## src/elt_pkg.sv

```systemverilog
// Constants shared by the excitation-loss trip logic
package elt_pkg;

    // ------------------------------------------------------------
    // Clock and time base
    // ------------------------------------------------------------
    localparam int unsigned ELT_CLK_HZ          = 125000000;
    localparam int unsigned ELT_TICK_US         = 1000;
    localparam int unsigned ELT_TICK_CYCLES     = ELT_CLK_HZ / 1000000 * ELT_TICK_US;
    localparam int unsigned ELT_FIXED_DELAY_MS  = 1500;   // 1.5 s fixed path delay

    // ------------------------------------------------------------
    // Measurement scaling and fixed thresholds
    // ------------------------------------------------------------
    localparam int unsigned ELT_VOLT_LSB_MV     = 10;
    localparam int unsigned ELT_CURR_LSB_MA     = 1;
    localparam int unsigned ELT_DEAD_VOLT_MV    = 8000;   // 8 V
    localparam int unsigned ELT_NEG_VOLT_MV     = 10000;  // 10 V
    localparam int unsigned ELT_LIVE_CURR_MA    = 250;    // 0.25 A
    localparam logic [15:0] ELT_DEAD_VOLT   = 16'(ELT_DEAD_VOLT_MV / ELT_VOLT_LSB_MV);
    localparam logic [15:0] ELT_NEG_VOLT    = 16'(ELT_NEG_VOLT_MV / ELT_VOLT_LSB_MV);
    localparam logic [15:0] ELT_LIVE_CURR   = 16'(ELT_LIVE_CURR_MA / ELT_CURR_LSB_MA);
    localparam logic [7:0]  ELT_SEQ_NUM         = 8'h04;  // 0.8 = 4/5
    localparam logic [7:0]  ELT_SEQ_DEN         = 8'h05;
    localparam logic [7:0]  ELT_OC_NUM          = 8'h15;  // 1.05 = 21/20
    localparam logic [7:0]  ELT_OC_DEN          = 8'h14;
    localparam int unsigned ELT_SLOPE_FRAC      = 8;      // Slope is Q8.8

    // ------------------------------------------------------------
    // Register map (byte addresses)
    // ------------------------------------------------------------
    localparam logic [7:0] ELT_ADR_CTRL         = 8'h00;
    localparam logic [7:0] ELT_ADR_STATUS       = 8'h04;
    localparam logic [7:0] ELT_ADR_IRQ_STAT     = 8'h08;
    localparam logic [7:0] ELT_ADR_IRQ_MASK     = 8'h0c;
    localparam logic [7:0] ELT_ADR_SET_BASE     = 8'h10;
    localparam int unsigned ELT_NUM_SET         = 11;

    // Setting slots, in address order from the setting base
    localparam int unsigned ELT_SET_ROTOR_THR   = 0;
    localparam int unsigned ELT_SET_SLOPE       = 1;
    localparam int unsigned ELT_SET_SALIENT_PT  = 2;
    localparam int unsigned ELT_SET_HV_THR      = 3;
    localparam int unsigned ELT_SET_CENTER      = 4;
    localparam int unsigned ELT_SET_RADIUS      = 5;
    localparam int unsigned ELT_SET_START_CURR  = 6;
    localparam int unsigned ELT_SET_RATED_CURR  = 7;
    localparam int unsigned ELT_SET_T1          = 8;
    localparam int unsigned ELT_SET_T2          = 9;
    localparam int unsigned ELT_SET_T3          = 10;

    // Control bits
    localparam int unsigned ELT_CTRL_ENABLE     = 0;
    localparam int unsigned ELT_CTRL_ARR2       = 1;
    localparam int unsigned ELT_CTRL_HYDRO      = 2;
    localparam int unsigned ELT_CTRL_ROTOR_OFF  = 3;
    localparam logic [3:0]  ELT_CTRL_RESET      = 4'h0;
    localparam logic [15:0] ELT_SET_RESET       = 16'h0000;

    // Interrupt event count
    localparam int unsigned ELT_NUM_EV          = 6;

endpackage : elt_pkg

```

## src/elt_delay_timer.sv

```systemverilog
// Millisecond delay timer that restarts whenever its condition drops
`timescale 1ns/1ns
module elt_delay_timer (
    input  wire logic        i_clk_sys,
    input  wire logic        i_rst_n,
    input  wire logic        i_tick,
    input  wire logic        i_cond,
    input  wire logic [15:0] i_delay,
    output logic             o_expired
);

    logic [15:0] count;

    // Count ticks while the condition holds, clear when it drops
    always_ff @(posedge i_clk_sys) begin
        if (!i_rst_n || !i_cond) begin
            count <= 16'h0000;
        end else if (i_tick && count != 16'hffff) begin
            count <= count + 16'h0001;
        end
    end

    // Expired only while the condition has held the full delay
    always_ff @(posedge i_clk_sys) begin
        if (!i_rst_n) begin
            o_expired <= 1'b0;
        end else begin
            o_expired <= i_cond && (count >= i_delay);
        end
    end

endmodule : elt_delay_timer

```

## src/elt_trip_logic.sv

```systemverilog
// Excitation-loss decision logic with Wishbone setting registers
//
// Chosen here: the register addresses and the Wishbone register port.
`timescale 1ns/1ns

// Functional notes
// - Rotor undervoltage: fixed threshold or sloped power line
// - Rotor undervoltage gives excitation loss and switchover
// - Rotor and HV undervoltage together trip generator
// - Destabilization from rotor AND impedance boundary
// - Rotor criterion failed: impedance boundary alone destabilizes
// - Stator above 1.05 rated: reduce output
// - Asynchronous operation trips only after set delay
// - Overcurrent persisting past second delay trips
// - Hydraulic unit trips after short first delay
// - Fixed 1.5 s internal delay, not settable
// - Two logic arrangements selected by configuration
// - Terminal three-phase break: dead voltages, live current
// - Terminal one/two-phase break from sequence quantities
// - System-side break from voltages only
// - Any break reported and indicator lit
// - Circle center entered positive, placed at negative X
module elt_trip_logic #(
    parameter int unsigned P_TICK_CYCLES    = elt_pkg::ELT_TICK_CYCLES,
    parameter int unsigned P_FIXED_DELAY_MS = elt_pkg::ELT_FIXED_DELAY_MS
) (
    input  wire logic        i_clk_sys,
    input  wire logic        i_rst_n,
    // Wishbone slave
    input  wire logic        i_wb_cyc,
    input  wire logic        i_wb_stb,
    input  wire logic        i_wb_we,
    input  wire logic [7:0]  i_wb_adr,
    input  wire logic [3:0]  i_wb_sel,
    input  wire logic [31:0] i_wb_dat,
    output logic [31:0]      o_wb_dat,
    output logic             o_wb_ack,
    // Measured quantities
    input  wire logic [15:0] i_rotor_voltage,
    input  wire logic [15:0] i_active_power,
    input  wire logic [15:0] i_imp_resistance,
    input  wire logic [15:0] i_imp_reactance,
    input  wire logic [15:0] i_hv_voltage,
    input  wire logic [15:0] i_stator_current,
    input  wire logic        i_rotor_circuit_open,
    input  wire logic [15:0] i_phase_a_voltage,
    input  wire logic [15:0] i_phase_b_voltage,
    input  wire logic [15:0] i_phase_c_voltage,
    input  wire logic [15:0] i_phase_a_current,
    input  wire logic [15:0] i_phase_b_current,
    input  wire logic [15:0] i_phase_c_current,
    input  wire logic [15:0] i_pos_seq_voltage,
    input  wire logic [15:0] i_neg_seq_voltage,
    input  wire logic [15:0] i_pos_seq_current,
    input  wire logic [15:0] i_neg_seq_current,
    input  wire logic [15:0] i_sys_a_voltage,
    input  wire logic [15:0] i_sys_b_voltage,
    input  wire logic [15:0] i_sys_c_voltage,
    input  wire logic [15:0] i_sys_pos_voltage,
    input  wire logic [15:0] i_sys_neg_voltage,
    // Commands and signals
    output logic             o_exc_loss,
    output logic             o_exc_switchover,
    output logic             o_destab,
    output logic             o_reduce_output,
    output logic             o_trip,
    output logic             o_term_vt_break,
    output logic             o_sys_vt_break,
    output logic             o_irq
);

    // ------------------------------------------------------------
    // Helper functions
    // ------------------------------------------------------------

    // True when a exceeds b scaled by num/den
    function automatic logic ratio_gt(
        input logic [15:0] a,
        input logic [15:0] b,
        input logic [7:0]  num,
        input logic [7:0]  den
    );
        logic [23:0] lhs;
        logic [23:0] rhs;
        lhs = a * den;
        rhs = b * num;
        return lhs > rhs;
    endfunction : ratio_gt

    // Square of a signed 17-bit value
    function automatic logic [33:0] sq17(input logic signed [16:0] v);
        logic signed [33:0] p;
        p = v * v;
        return 34'(p);
    endfunction : sq17

    // Merge write data into a 16-bit setting by byte lane
    function automatic logic [15:0] lane16(
        input logic [15:0] old,
        input logic [31:0] dat,
        input logic [3:0]  sel
    );
        logic [15:0] r;
        r = old;
        if (sel[0]) begin
            r[7:0] = dat[7:0];
        end
        if (sel[1]) begin
            r[15:8] = dat[15:8];
        end
        return r;
    endfunction : lane16

    // ------------------------------------------------------------
    // Register storage
    // ------------------------------------------------------------
    logic [3:0]                     ctrl;
    logic [15:0]                    setting [elt_pkg::ELT_NUM_SET];
    logic [elt_pkg::ELT_NUM_EV-1:0] irq_stat;
    logic [elt_pkg::ELT_NUM_EV-1:0] irq_mask;
    logic [elt_pkg::ELT_NUM_EV-1:0] events;
    logic [elt_pkg::ELT_NUM_EV-1:0] w1c;
    logic [8:0]                     status;
    logic [5:0]                     word;
    logic [5:0]                     set_idx;
    logic                           is_set;
    logic                           wr_now;
    logic [31:0]                    next_rdata;

    assign word    = i_wb_adr[7:2];
    assign set_idx = word - elt_pkg::ELT_ADR_SET_BASE[7:2];
    assign is_set  = (word >= elt_pkg::ELT_ADR_SET_BASE[7:2])
                  && (set_idx < 6'(elt_pkg::ELT_NUM_SET));
    assign wr_now  = i_wb_cyc && i_wb_stb && i_wb_we && o_wb_ack;
    assign w1c     = (wr_now && i_wb_adr == elt_pkg::ELT_ADR_IRQ_STAT && i_wb_sel[0])
                   ? i_wb_dat[elt_pkg::ELT_NUM_EV-1:0] : '0;

    // ------------------------------------------------------------
    // Wishbone slave
    // ------------------------------------------------------------

    // One ack per request, dropped the cycle after
    always_ff @(posedge i_clk_sys) begin
        if (!i_rst_n) begin
            o_wb_ack <= 1'b0;
        end else begin
            o_wb_ack <= i_wb_cyc && i_wb_stb && !o_wb_ack;
        end
    end

    // Read mux, unmapped words read zero
    always_comb begin
        next_rdata = 32'h0000_0000;
        if (is_set) begin
            next_rdata = {16'h0000, setting[set_idx[3:0]]};
        end else begin
            case (i_wb_adr)
                elt_pkg::ELT_ADR_CTRL:     next_rdata = {28'h0, ctrl};
                elt_pkg::ELT_ADR_STATUS:   next_rdata = {23'h0, status};
                elt_pkg::ELT_ADR_IRQ_STAT: next_rdata = {26'h0, irq_stat};
                elt_pkg::ELT_ADR_IRQ_MASK: next_rdata = {26'h0, irq_mask};
                default:                   next_rdata = 32'h0000_0000;
            endcase
        end
    end

    // Read data captured with the ack
    always_ff @(posedge i_clk_sys) begin
        if (!i_rst_n) begin
            o_wb_dat <= 32'h0000_0000;
        end else if (i_wb_cyc && i_wb_stb && !o_wb_ack) begin
            o_wb_dat <= next_rdata;
        end
    end

    // Control and mask writes at the acknowledging edge
    always_ff @(posedge i_clk_sys) begin
        if (!i_rst_n) begin
            ctrl     <= elt_pkg::ELT_CTRL_RESET;
            irq_mask <= '0;
        end else if (wr_now && i_wb_sel[0]) begin
            if (i_wb_adr == elt_pkg::ELT_ADR_CTRL) begin
                ctrl <= i_wb_dat[3:0];
            end
            if (i_wb_adr == elt_pkg::ELT_ADR_IRQ_MASK) begin
                irq_mask <= i_wb_dat[elt_pkg::ELT_NUM_EV-1:0];
            end
        end
    end

    // Setting store
    always_ff @(posedge i_clk_sys) begin
        if (!i_rst_n) begin
            for (int k = 0; k < elt_pkg::ELT_NUM_SET; k++) begin
                setting[k] <= elt_pkg::ELT_SET_RESET;
            end
        end else if (wr_now && is_set) begin
            setting[set_idx[3:0]] <= lane16(setting[set_idx[3:0]], i_wb_dat, i_wb_sel);
        end
    end

    // ------------------------------------------------------------
    // Criteria
    // ------------------------------------------------------------
    logic               en;
    logic signed [16:0] pwr_diff;
    logic signed [33:0] slope_line;
    logic signed [33:0] rotor_ext;
    logic signed [16:0] x_shift;
    logic [34:0]        dist2;
    logic [33:0]        rad2;
    logic               dead_term;
    logic               dead_sys;
    logic               term_break;
    logic               sys_break;
    logic               rotor_lv;
    logic               hv_lv;
    logic               imp_in;
    logic               destab_c;
    logic               overcur;

    assign en        = ctrl[elt_pkg::ELT_CTRL_ENABLE];
    assign pwr_diff  = $signed({i_active_power[15], i_active_power})
                     - $signed({setting[elt_pkg::ELT_SET_SALIENT_PT][15],
                                setting[elt_pkg::ELT_SET_SALIENT_PT]});
    assign slope_line = pwr_diff * $signed({1'b0, setting[elt_pkg::ELT_SET_SLOPE]});
    assign rotor_ext = $signed({10'h000, i_rotor_voltage, 8'h00});
    // Center stored positive, applied at -X
    assign x_shift   = $signed({i_imp_reactance[15], i_imp_reactance})
                     + $signed({1'b0, setting[elt_pkg::ELT_SET_CENTER]});
    assign dist2     = {1'b0, sq17($signed({i_imp_resistance[15], i_imp_resistance}))}
                     + {1'b0, sq17(x_shift)};
    assign rad2      = sq17($signed({1'b0, setting[elt_pkg::ELT_SET_RADIUS]}));

    assign dead_term = (i_phase_a_voltage < elt_pkg::ELT_DEAD_VOLT)
                    && (i_phase_b_voltage < elt_pkg::ELT_DEAD_VOLT)
                    && (i_phase_c_voltage < elt_pkg::ELT_DEAD_VOLT);
    assign dead_sys  = (i_sys_a_voltage < elt_pkg::ELT_DEAD_VOLT)
                    && (i_sys_b_voltage < elt_pkg::ELT_DEAD_VOLT)
                    && (i_sys_c_voltage < elt_pkg::ELT_DEAD_VOLT);

    // Terminal transformer break, three-phase or partial
    assign term_break = (dead_term
                      && ((i_phase_a_current > elt_pkg::ELT_LIVE_CURR)
                       || (i_phase_b_current > elt_pkg::ELT_LIVE_CURR)
                       || (i_phase_c_current > elt_pkg::ELT_LIVE_CURR)))
                     || ((i_neg_seq_voltage > elt_pkg::ELT_NEG_VOLT)
                      && ratio_gt(i_pos_seq_voltage, i_neg_seq_voltage,
                                  elt_pkg::ELT_SEQ_NUM, elt_pkg::ELT_SEQ_DEN)
                      && (i_neg_seq_current < elt_pkg::ELT_LIVE_CURR)
                      && (i_pos_seq_current > elt_pkg::ELT_LIVE_CURR));

    // System-side break, no current condition
    assign sys_break = dead_sys
                    || ((i_sys_neg_voltage > elt_pkg::ELT_NEG_VOLT)
                     && ratio_gt(i_sys_pos_voltage, i_sys_neg_voltage,
                                 elt_pkg::ELT_SEQ_NUM, elt_pkg::ELT_SEQ_DEN));

    // Registered criteria; a system-side break blocks HV undervoltage, a terminal break blocks the impedance criterion
    always_ff @(posedge i_clk_sys) begin
        if (!i_rst_n) begin
            rotor_lv <= 1'b0;
            hv_lv    <= 1'b0;
            imp_in   <= 1'b0;
        end else begin
            rotor_lv <= en && !ctrl[elt_pkg::ELT_CTRL_ROTOR_OFF]
                     && ((i_rotor_voltage < setting[elt_pkg::ELT_SET_ROTOR_THR])
                      || (rotor_ext < slope_line));
            hv_lv    <= en && !sys_break
                     && (i_hv_voltage < setting[elt_pkg::ELT_SET_HV_THR]);
            imp_in   <= en && !term_break && (dist2 < {1'b0, rad2})
                     && (i_stator_current > setting[elt_pkg::ELT_SET_START_CURR]);
        end
    end

    // Rotor criterion out of service: boundary alone decides
    assign destab_c = imp_in && (rotor_lv || i_rotor_circuit_open
                               || ctrl[elt_pkg::ELT_CTRL_ROTOR_OFF]);
    assign overcur  = ctrl[elt_pkg::ELT_CTRL_ARR2] && (rotor_lv || destab_c)
                   && ratio_gt(i_stator_current,
                               setting[elt_pkg::ELT_SET_RATED_CURR],
                               elt_pkg::ELT_OC_NUM, elt_pkg::ELT_OC_DEN);

    // ------------------------------------------------------------
    // Time base and delay stages
    // ------------------------------------------------------------
    logic [16:0] tick_cnt;
    logic        tick;
    logic        exc_dly;
    logic        hv_dly;
    logic        t1_dly;
    logic        t2_dly;
    logic        t3_dly;
    logic        t1_sel;

    // Millisecond tick
    always_ff @(posedge i_clk_sys) begin
        if (!i_rst_n) begin
            tick_cnt <= 17'h00000;
            tick     <= 1'b0;
        end else begin
            tick     <= tick_cnt == 17'(P_TICK_CYCLES - 1);
            tick_cnt <= (tick_cnt == 17'(P_TICK_CYCLES - 1))
                      ? 17'h00000 : tick_cnt + 17'h00001;
        end
    end

    // Short first stage: arrangement one or hydro
    assign t1_sel = !ctrl[elt_pkg::ELT_CTRL_ARR2] || ctrl[elt_pkg::ELT_CTRL_HYDRO];

    elt_delay_timer u_exc_tn (
        .i_clk_sys (i_clk_sys),
        .i_rst_n   (i_rst_n),
        .i_tick    (tick),
        .i_cond    (rotor_lv),
        .i_delay   (16'(P_FIXED_DELAY_MS)),
        .o_expired (exc_dly)
    );

    elt_delay_timer u_hv_tn (
        .i_clk_sys (i_clk_sys),
        .i_rst_n   (i_rst_n),
        .i_tick    (tick),
        .i_cond    (rotor_lv && hv_lv),
        .i_delay   (16'(P_FIXED_DELAY_MS)),
        .o_expired (hv_dly)
    );

    elt_delay_timer u_t1 (
        .i_clk_sys (i_clk_sys),
        .i_rst_n   (i_rst_n),
        .i_tick    (tick),
        .i_cond    (destab_c && t1_sel),
        .i_delay   (setting[elt_pkg::ELT_SET_T1]),
        .o_expired (t1_dly)
    );

    elt_delay_timer u_t2 (
        .i_clk_sys (i_clk_sys),
        .i_rst_n   (i_rst_n),
        .i_tick    (tick),
        .i_cond    (overcur),
        .i_delay   (setting[elt_pkg::ELT_SET_T2]),
        .o_expired (t2_dly)
    );

    elt_delay_timer u_t3 (
        .i_clk_sys (i_clk_sys),
        .i_rst_n   (i_rst_n),
        .i_tick    (tick),
        .i_cond    (destab_c && !t1_sel),
        .i_delay   (setting[elt_pkg::ELT_SET_T3]),
        .o_expired (t3_dly)
    );

    // ------------------------------------------------------------
    // Output commands
    // ------------------------------------------------------------

    // Commands and indicators, all registered
    always_ff @(posedge i_clk_sys) begin
        if (!i_rst_n) begin
            o_exc_loss       <= 1'b0;
            o_exc_switchover <= 1'b0;
            o_destab         <= 1'b0;
            o_reduce_output  <= 1'b0;
            o_trip           <= 1'b0;
            o_term_vt_break  <= 1'b0;
            o_sys_vt_break   <= 1'b0;
        end else begin
            o_exc_loss       <= exc_dly;
            o_exc_switchover <= exc_dly;
            o_destab         <= destab_c;
            o_reduce_output  <= overcur;
            o_trip           <= hv_dly || t1_dly || t2_dly || t3_dly;
            o_term_vt_break  <= en && term_break;
            o_sys_vt_break   <= en && sys_break;
        end
    end

    // ------------------------------------------------------------
    // Status and interrupts
    // ------------------------------------------------------------
    logic [elt_pkg::ELT_NUM_EV-1:0] ev_level;
    logic [elt_pkg::ELT_NUM_EV-1:0] ev_prev;

    assign status   = {o_sys_vt_break, o_term_vt_break, o_trip, o_exc_loss,
                       overcur, o_destab, imp_in, hv_lv, rotor_lv};
    assign ev_level = {o_sys_vt_break, o_term_vt_break, o_trip,
                       o_reduce_output, o_destab, o_exc_loss};
    assign events   = ev_level & ~ev_prev;

    // Rising-edge detect of each event source
    always_ff @(posedge i_clk_sys) begin
        if (!i_rst_n) begin
            ev_prev <= '0;
        end else begin
            ev_prev <= ev_level;
        end
    end

    // Sticky status, a new event wins over a clear
    always_ff @(posedge i_clk_sys) begin
        if (!i_rst_n) begin
            irq_stat <= '0;
        end else begin
            irq_stat <= (irq_stat & ~w1c) | events;
        end
    end

    // Level interrupt from unmasked sticky bits
    always_ff @(posedge i_clk_sys) begin
        if (!i_rst_n) begin
            o_irq <= 1'b0;
        end else begin
            o_irq <= |(irq_stat & irq_mask);
        end
    end

endmodule : elt_trip_logic

```

## config.mk

```make
export PLATFORM = sky130hd
export DESIGN_NAME = elt_trip_logic
export DESIGN_NICKNAME = d
export VERILOG_FILES = /design/src/elt_pkg.sv /design/src/elt_delay_timer.sv /design/src/elt_trip_logic.sv
export SDC_FILE = /design/constraint.sdc
export NUM_CORES = 2
export LEC_CHECK = 0
export BUFFER_PORTS_ARGS = -buffer_cell sky130_fd_sc_hd__buf_2
export CAP_MARGIN = 15
export CORE_ASPECT_RATIO = 0.75
export CORE_MARGIN = 2
export CORE_UTILIZATION = 45
export CTS_CLUSTER_SIZE = 40
export DETAILED_ROUTE_END_ITERATION = 6
export SYNTH_ARGS = -nofsm -noshare
export SYNTH_HDL_FRONTEND = slang
export SYNTH_SLANG_ARGS = --single-unit
```

## constraint.sdc

```tcl
create_clock -name i_clk_sys -period 10.8 [get_ports i_clk_sys]
set_clock_uncertainty 0.05 [all_clocks]
set_input_delay 1.62 -clock i_clk_sys [delete_from_list [all_inputs] [get_ports i_clk_sys]]
set_output_delay 1.62 -clock i_clk_sys [all_outputs]
set_load 0.005 [all_outputs]
```

Word level (Yosys, flattened, before mapping)
Memories as Yosys holds them, arrays and structs flattened.
Cells that the tools add are included.
- equal/unequal tests: 9
- bitwise logic cells: 7
- add/sub/neg operators: 10
- order comparisons: 28
- reductions and logical operators: 78
- muxes and demuxes: 16
- multiply operators: 8
- operators with widths (kind ; count):
    < comparator 16 x 10 -> 1 bit (second input constant) ; 6
    adder 16 x 1 -> 16 bit (second input constant) ; 5
    != test 16 bit (second input constant) ; 5
    multiplier 17 x 17 -> 34 bit ; 2
    > comparator 16 x 8 -> 1 bit (second input constant) ; 4
    multiplier 16 x 16 -> 32 bit ; 2
    multiplier 16 x 3 -> 19 bit (second input constant) ; 3
    >= comparator 16 bit ; 3
    two-way mux 8 bit ; 6
    logical AND 1 bit ; 43
    > comparator 19 x 18 -> 1 bit ; 2
    one-hot mux 9 bit (4 select lines) ; 1
    adder 34 x 34 -> 35 bit ; 1
    < comparator 35 x 32 -> 1 bit ; 1
    < comparator 25 x 34 -> 1 bit ; 1
    >= comparator 16 x 11 -> 1 bit (second input constant) ; 2
    > comparator 16 x 10 -> 1 bit (second input constant) ; 2
    < comparator 16 bit ; 2
    two-way mux 16 bit ; 2
    > comparator 21 bit ; 1
    multiplier 16 x 5 -> 21 bit (second input constant) ; 1
    bitwise AND 6 bit ; 3
    adder 16 x 17 -> 17 bit ; 1
    adder 17 x 1 -> 17 bit (second input constant) ; 1
    22 further kinds ; 56
- memories kept: 1
- bits in writable memories: 176
- output and inout bits: 41
- word-level logic and storage cells: 185
- register bits after elaboration: 168
- bits of input ports: 386
- memory list (memory ; words ; width ; read ports ; clocked after memory_dff ; write ports ; RTL line ; text):
    setting ; 11 ; 16 ; 12 ; 0 ; 11 ; elt_trip_logic.sv:118 ; logic [15:0] setting [elt_pkg::ELT_NUM_SET];

Depth between registers and ports, before layout
- depth in word-level cells: 10
- gate-level depth with buffers: 52
- depth with buffers taken out: 52

By module
From an unflattened synthesis, not the netlist that was laid out.
- cells, all modules: 7057
- area total of the unflattened synthesis: 66532.6 µm²
- modules (own cells, without submodules) (module ; times used ; cells an instance ; area an instance (µm²)):
    elt_trip_logic ; 1 ; 6332 ; 60307.8
    elt_delay_timer ; 5 ; 145 ; 1244.9

Worst setup path before layout
OpenSTA, ideal clock, no wires.
- path type: input-to-reg
- start: in i_imp_reactance[1]
- end: reg imp_in
- path slack: -0.958 ns
- stages: 48
- path buffers: 1
- setup time: 0.103 ns
- required time: 10.647 ns
- arrival: 11.604 ns
- cell sequence: ha_1 -> a21o_1 -> a21oi_1 -> o21ai_0 -> a21oi_1 -> o21bai_1 -> a211o_1 -> nand2_1 -> xor2_1 -> inv_1 -> clkbuf_1 -> nand2_1 -> inv_1 -> fa_1 -> inv_1 -> fa_1 -> fa_1 -> fa_1 -> [... 12 more ...] -> ha_1 -> and2_1 -> a31oi_1 -> o21ai_0 -> a21o_1 -> a2111oi_0 -> nor2_1 -> o21a_1 -> nor2_1 -> xnor2_1 -> ha_1 -> a21o_1 -> a21o_1 -> a211oi_1 -> o21ai_0 -> a21oi_1 -> nor3_1 -> a2111oi_2
- word-level cells in the longest chain between the ends: 6
- ends and longest elaborated chain (what ; RTL line ; text):
    start, declared ; elt_trip_logic.sv:42 ; input wire logic [15:0] i_imp_reactance,
    adder 16 x 17 -> 17 bit ; elt_trip_logic.sv:230 ; + $signed({1'b0, setting[elt_pkg::ELT_SET_CENTER]});
    multiplier 17 x 17 -> 34 bit ; elt_trip_logic.sv:93 ; p = v * v;
    adder 34 x 34 -> 35 bit ; elt_trip_logic.sv:232 ; + {1'b0, sq17(x_shift)};
    < comparator 35 x 32 -> 1 bit ; elt_trip_logic.sv:271 ; imp_in <= en && !term_break && (dist2 < {1'b0, rad2})
    logical AND 1 bit ; elt_trip_logic.sv:271 ;
    logical AND 1 bit ; elt_trip_logic.sv:272 ; && (i_stator_current > setting[elt_pkg::ELT_SET_START_CURR]);
    end signal, assigned ; elt_trip_logic.sv:271 ;
    end, declared ; elt_trip_logic.sv:218 ; logic imp_in;
Every way passes these cells.
A chain may end at the register's enable or synchronous reset.

Worst setup path in the final report
- start: in i_imp_reactance[0]
- end: reg imp_in
The elaborated chain is that of the path after synthesis.

==> impl_metrics.ini <==
[synthesis]
synthTopCellsByCount = 1452 x inv_1, 970 x fa_1, 761 x ha_1
syn_area_mm2 = 0.0655
ys_seq_area_share_pct = 16.1
ys_async_sr_fraction_pct = 0
synth_edf_count = 240
ys_types = 82
synth_area_leaders = fa_1 30%, ha_1 15%, edfxtp_1 11%
ys_ff_latch = 408
avgSynthCellArea_um2 = 9.26
synth.largest_area_cell = fa_1
yosys_warnings = 0
synth_top_area_share_pct = 29.7
synthCells = 7070
ys.flop_type = edfxtp_1
yosys.cell_count.top_type = inv_1

[global_route]
grt_use_met2_pct = 38.2
grt_overflow = 0
busiest_layer = met1
grt_pass1_vias = 52678
grt_use_met1_pct = 38.8
antenna_found_initial = 14
grt_max_degree = 52
track_usage_pct = 25.5
grt.met3_usage_pct = 4.92
grt_pass1_wl_um = 298000

[sta]
maxSlewViolCount = 0
worstMarginPinSlew_ns = 0.980
rsz0062_at_grt = yes
setup_viol = 1
layout_setup_ws_ns = -0.358
min_period_ns = 11.16
min_period_over_period_pct = 103
max_freq_ghz = 0.0896
hold_violations = 0
slew_headroom_pct = 34.5

[worst_setup_path]
crit_path_start_kind = input pin
required_ns = 11.19
crit_family = adder cells
slowest_stage = fa_1
ff2ff_setup_slack_ns = 0.23
crit_path_end_kind = flop
critical_path.max_fanout = 4
rr_endpoint = imp_in$_SDFF_PN0_
arrival_ns = 11.55
slowest_delay_ns = 0.58
r2r_cells = 47
crit_type = input pin to flop
crit_top_cell = fa_1
regToRegStartpoint = setting[4][1]$_SDFFCE_PN0P_
cp_num_buf_inv = 10

[clock_network]
clk_latency_ns = 0.56
cts-htree-levels = 2
cts_sinks = 408
cts_tree = yes
cts_buffers = 41
clockBufferDepth = 3
cts_root_buf = clkbuf_16
clkSlewWorstSetupHoldPaths_ns = 0.07

[die]
coreArea_mm2 = 0.145
ios = 427
dieArea_mm2 = 0.149
fp.dieH_um = 334
fp-row-count = 121
initial_core_util_pct = 45.2
die_w_um = 444

[placed_design]
port_buffers = 361
hpwl_um = 157000
dp.cells = 9630
place_congestion = 0.924

[detailed_routing]
num_vias = 51235
first_pass_iters = 6
wl_um = 186000
viasPerCell = 5.27
drt_iter0_drc = 4178
drc = 0
wl_per_cell_um = 19.1
final_antenna_net_count = 0

[worst_hold_path]
hold_path_class = flop to flop
hp-start = u_exc_tn.o_expired$_SDFF_PN0_
hold_path_depth = 1
hold_end = o_exc_switchover$_SDFF_PN0_

[final_layout]
synthToLayoutAreaGrowth_pct = 14.1
nNetsFinal = 9893
layout-drive-gt1-share_pct = 15.0
final_cells = 9719

[run_status]
violations = negative setup slack
status = finished with violations

[run]
drv_cap = 0
-- repair_timing --
item,CTS,global route
gates resized for setup,20,57
hold buffers,0,0
buffers inserted,2,6
setup endpoints to repair,2,2
pin swaps,13,43
-- kinds of logic (layout without fill, tap and decap cells) --
logic type | count (synthesis) | in the layout | share of synthesized area [%]
muxes | 107 | 107 | 3.21
xor gates and xnor gates | 301 | 301 | 4.03
buffers and inverters | 1687 | 2409 | 9.81
and+or+nand+nor | 1962 | 1962 | 13.9
adders and majority gates | 1731 | 1731 | 44.2
DFF | 408 | 408 | 16.1
AOI/OAI and AO/OA | 873 | 873 | 8.67
other | 1 | 22 | 0.00573
-- worst reg2reg max path: cells and delay by family, from the launching register on --
family | cells | cell delay (ns)
flip-flops | 1 | 0.56
XOR/XNOR | 3 | 0.39
AO/OA/AOI/OAI | 18 | 3.19
buffers and inverters | 8 | 0.84
AND/OR/NAND/NOR | 8 | 1.18
adder cells (fa/ha/maj) | 10 | 4.23
-- final cells by class --
class                           count  area, µm²
Fill cell                       13424      70000
Multi-Input combinational cell   4990      49200
Sequential cell                   408      10600
Timing Repair Buffer              875       5720
Inverter                         1460       5480
Tap cell                         1906       2380
Clock buffer                       58       1140
Clock inverter                     16        175
Antenna cell                        6       15.0
-- layer usage --
layer  vias to the layer above  wire length (µm)  share of wire, %
met4                        10              2770               1.5
met1                     25405             87000                47
met3                       148             15800               8.5
met2                      1605             79900                43
li1                      24067                 -                 -
met5                         -                60             0.032
-- how the worst max path moves through the flow --
stage | startpoint | to | slack, ns | cells past startpoint
after floorplan | i_imp_reactance[0] | imp_in$_SDFF_PN0_ | -0.20 | 47
after global placement | i_imp_reactance[0] | imp_in$_SDFF_PN0_ | -1.09 | 53
after detailed placement | i_imp_reactance[0] | imp_in$_SDFF_PN0_ | -1.13 | 48
after CTS | i_imp_reactance[0] | imp_in$_SDFF_PN0_ | -0.34 | 53
after global routing | i_imp_reactance[0] | imp_in$_SDFF_PN0_ | -0.91 | 54
final | i_imp_reactance[0] | imp_in$_SDFF_PN0_ | -0.36 | 49
-- stage by stage --
step                TNS, ns  utilization, %  hold WS, ns  setup WS, ns  cell area (µm²)
finish               -0.358            51.6        0.404        -0.358            74700
global route         -0.909            51.6        0.443        -0.905            74700
CTS                  -0.337            51.4        0.411        -0.337            74400
detailed placement    -1.94            50.4        0.378         -1.13            73000
global placement      -1.81            50.4        0.377         -1.09            73000
floorplan            -0.201               -        0.362        -0.201            65900
-- flip-flops by register name, summed over array words and instances, names as in the netlist, 4 cells and up --
signal          cells
u_t3.count         16
u_t1.count         16
irq_mask            6
u_hv_tn.count      16
u_exc_tn.count     16
irq_stat            6
ctrl                4
o_wb_dat           16
tick_cnt           17
setting           256
ev_prev             6
u_t2.count         16
-- cell usage in the layout (no fill, tap or decap), types with 40 or more instances in the layout --
cell type  count
nand2b_1      68
inv_1       1443
buf_4        510
buf_2        360
nand2_1      592
nand3_1      143
nand4_1       46
o21a_1        40
and3_1        42
dfxtp_1      168
fa_1         965
mux4_2        82
a21o_1       129
and2_1       213
xor2_1       102
nor2b_1       72
edfxtp_1     240
o21ai_0      163
clkbuf_16     42
xnor2_1      189
a21oi_1      223
ha_1         744
nor3_1        72
nor2_1       567
Power is not shown: default switching activity piles up to over one toggle a cycle in this logic, so the estimate is an artifact.
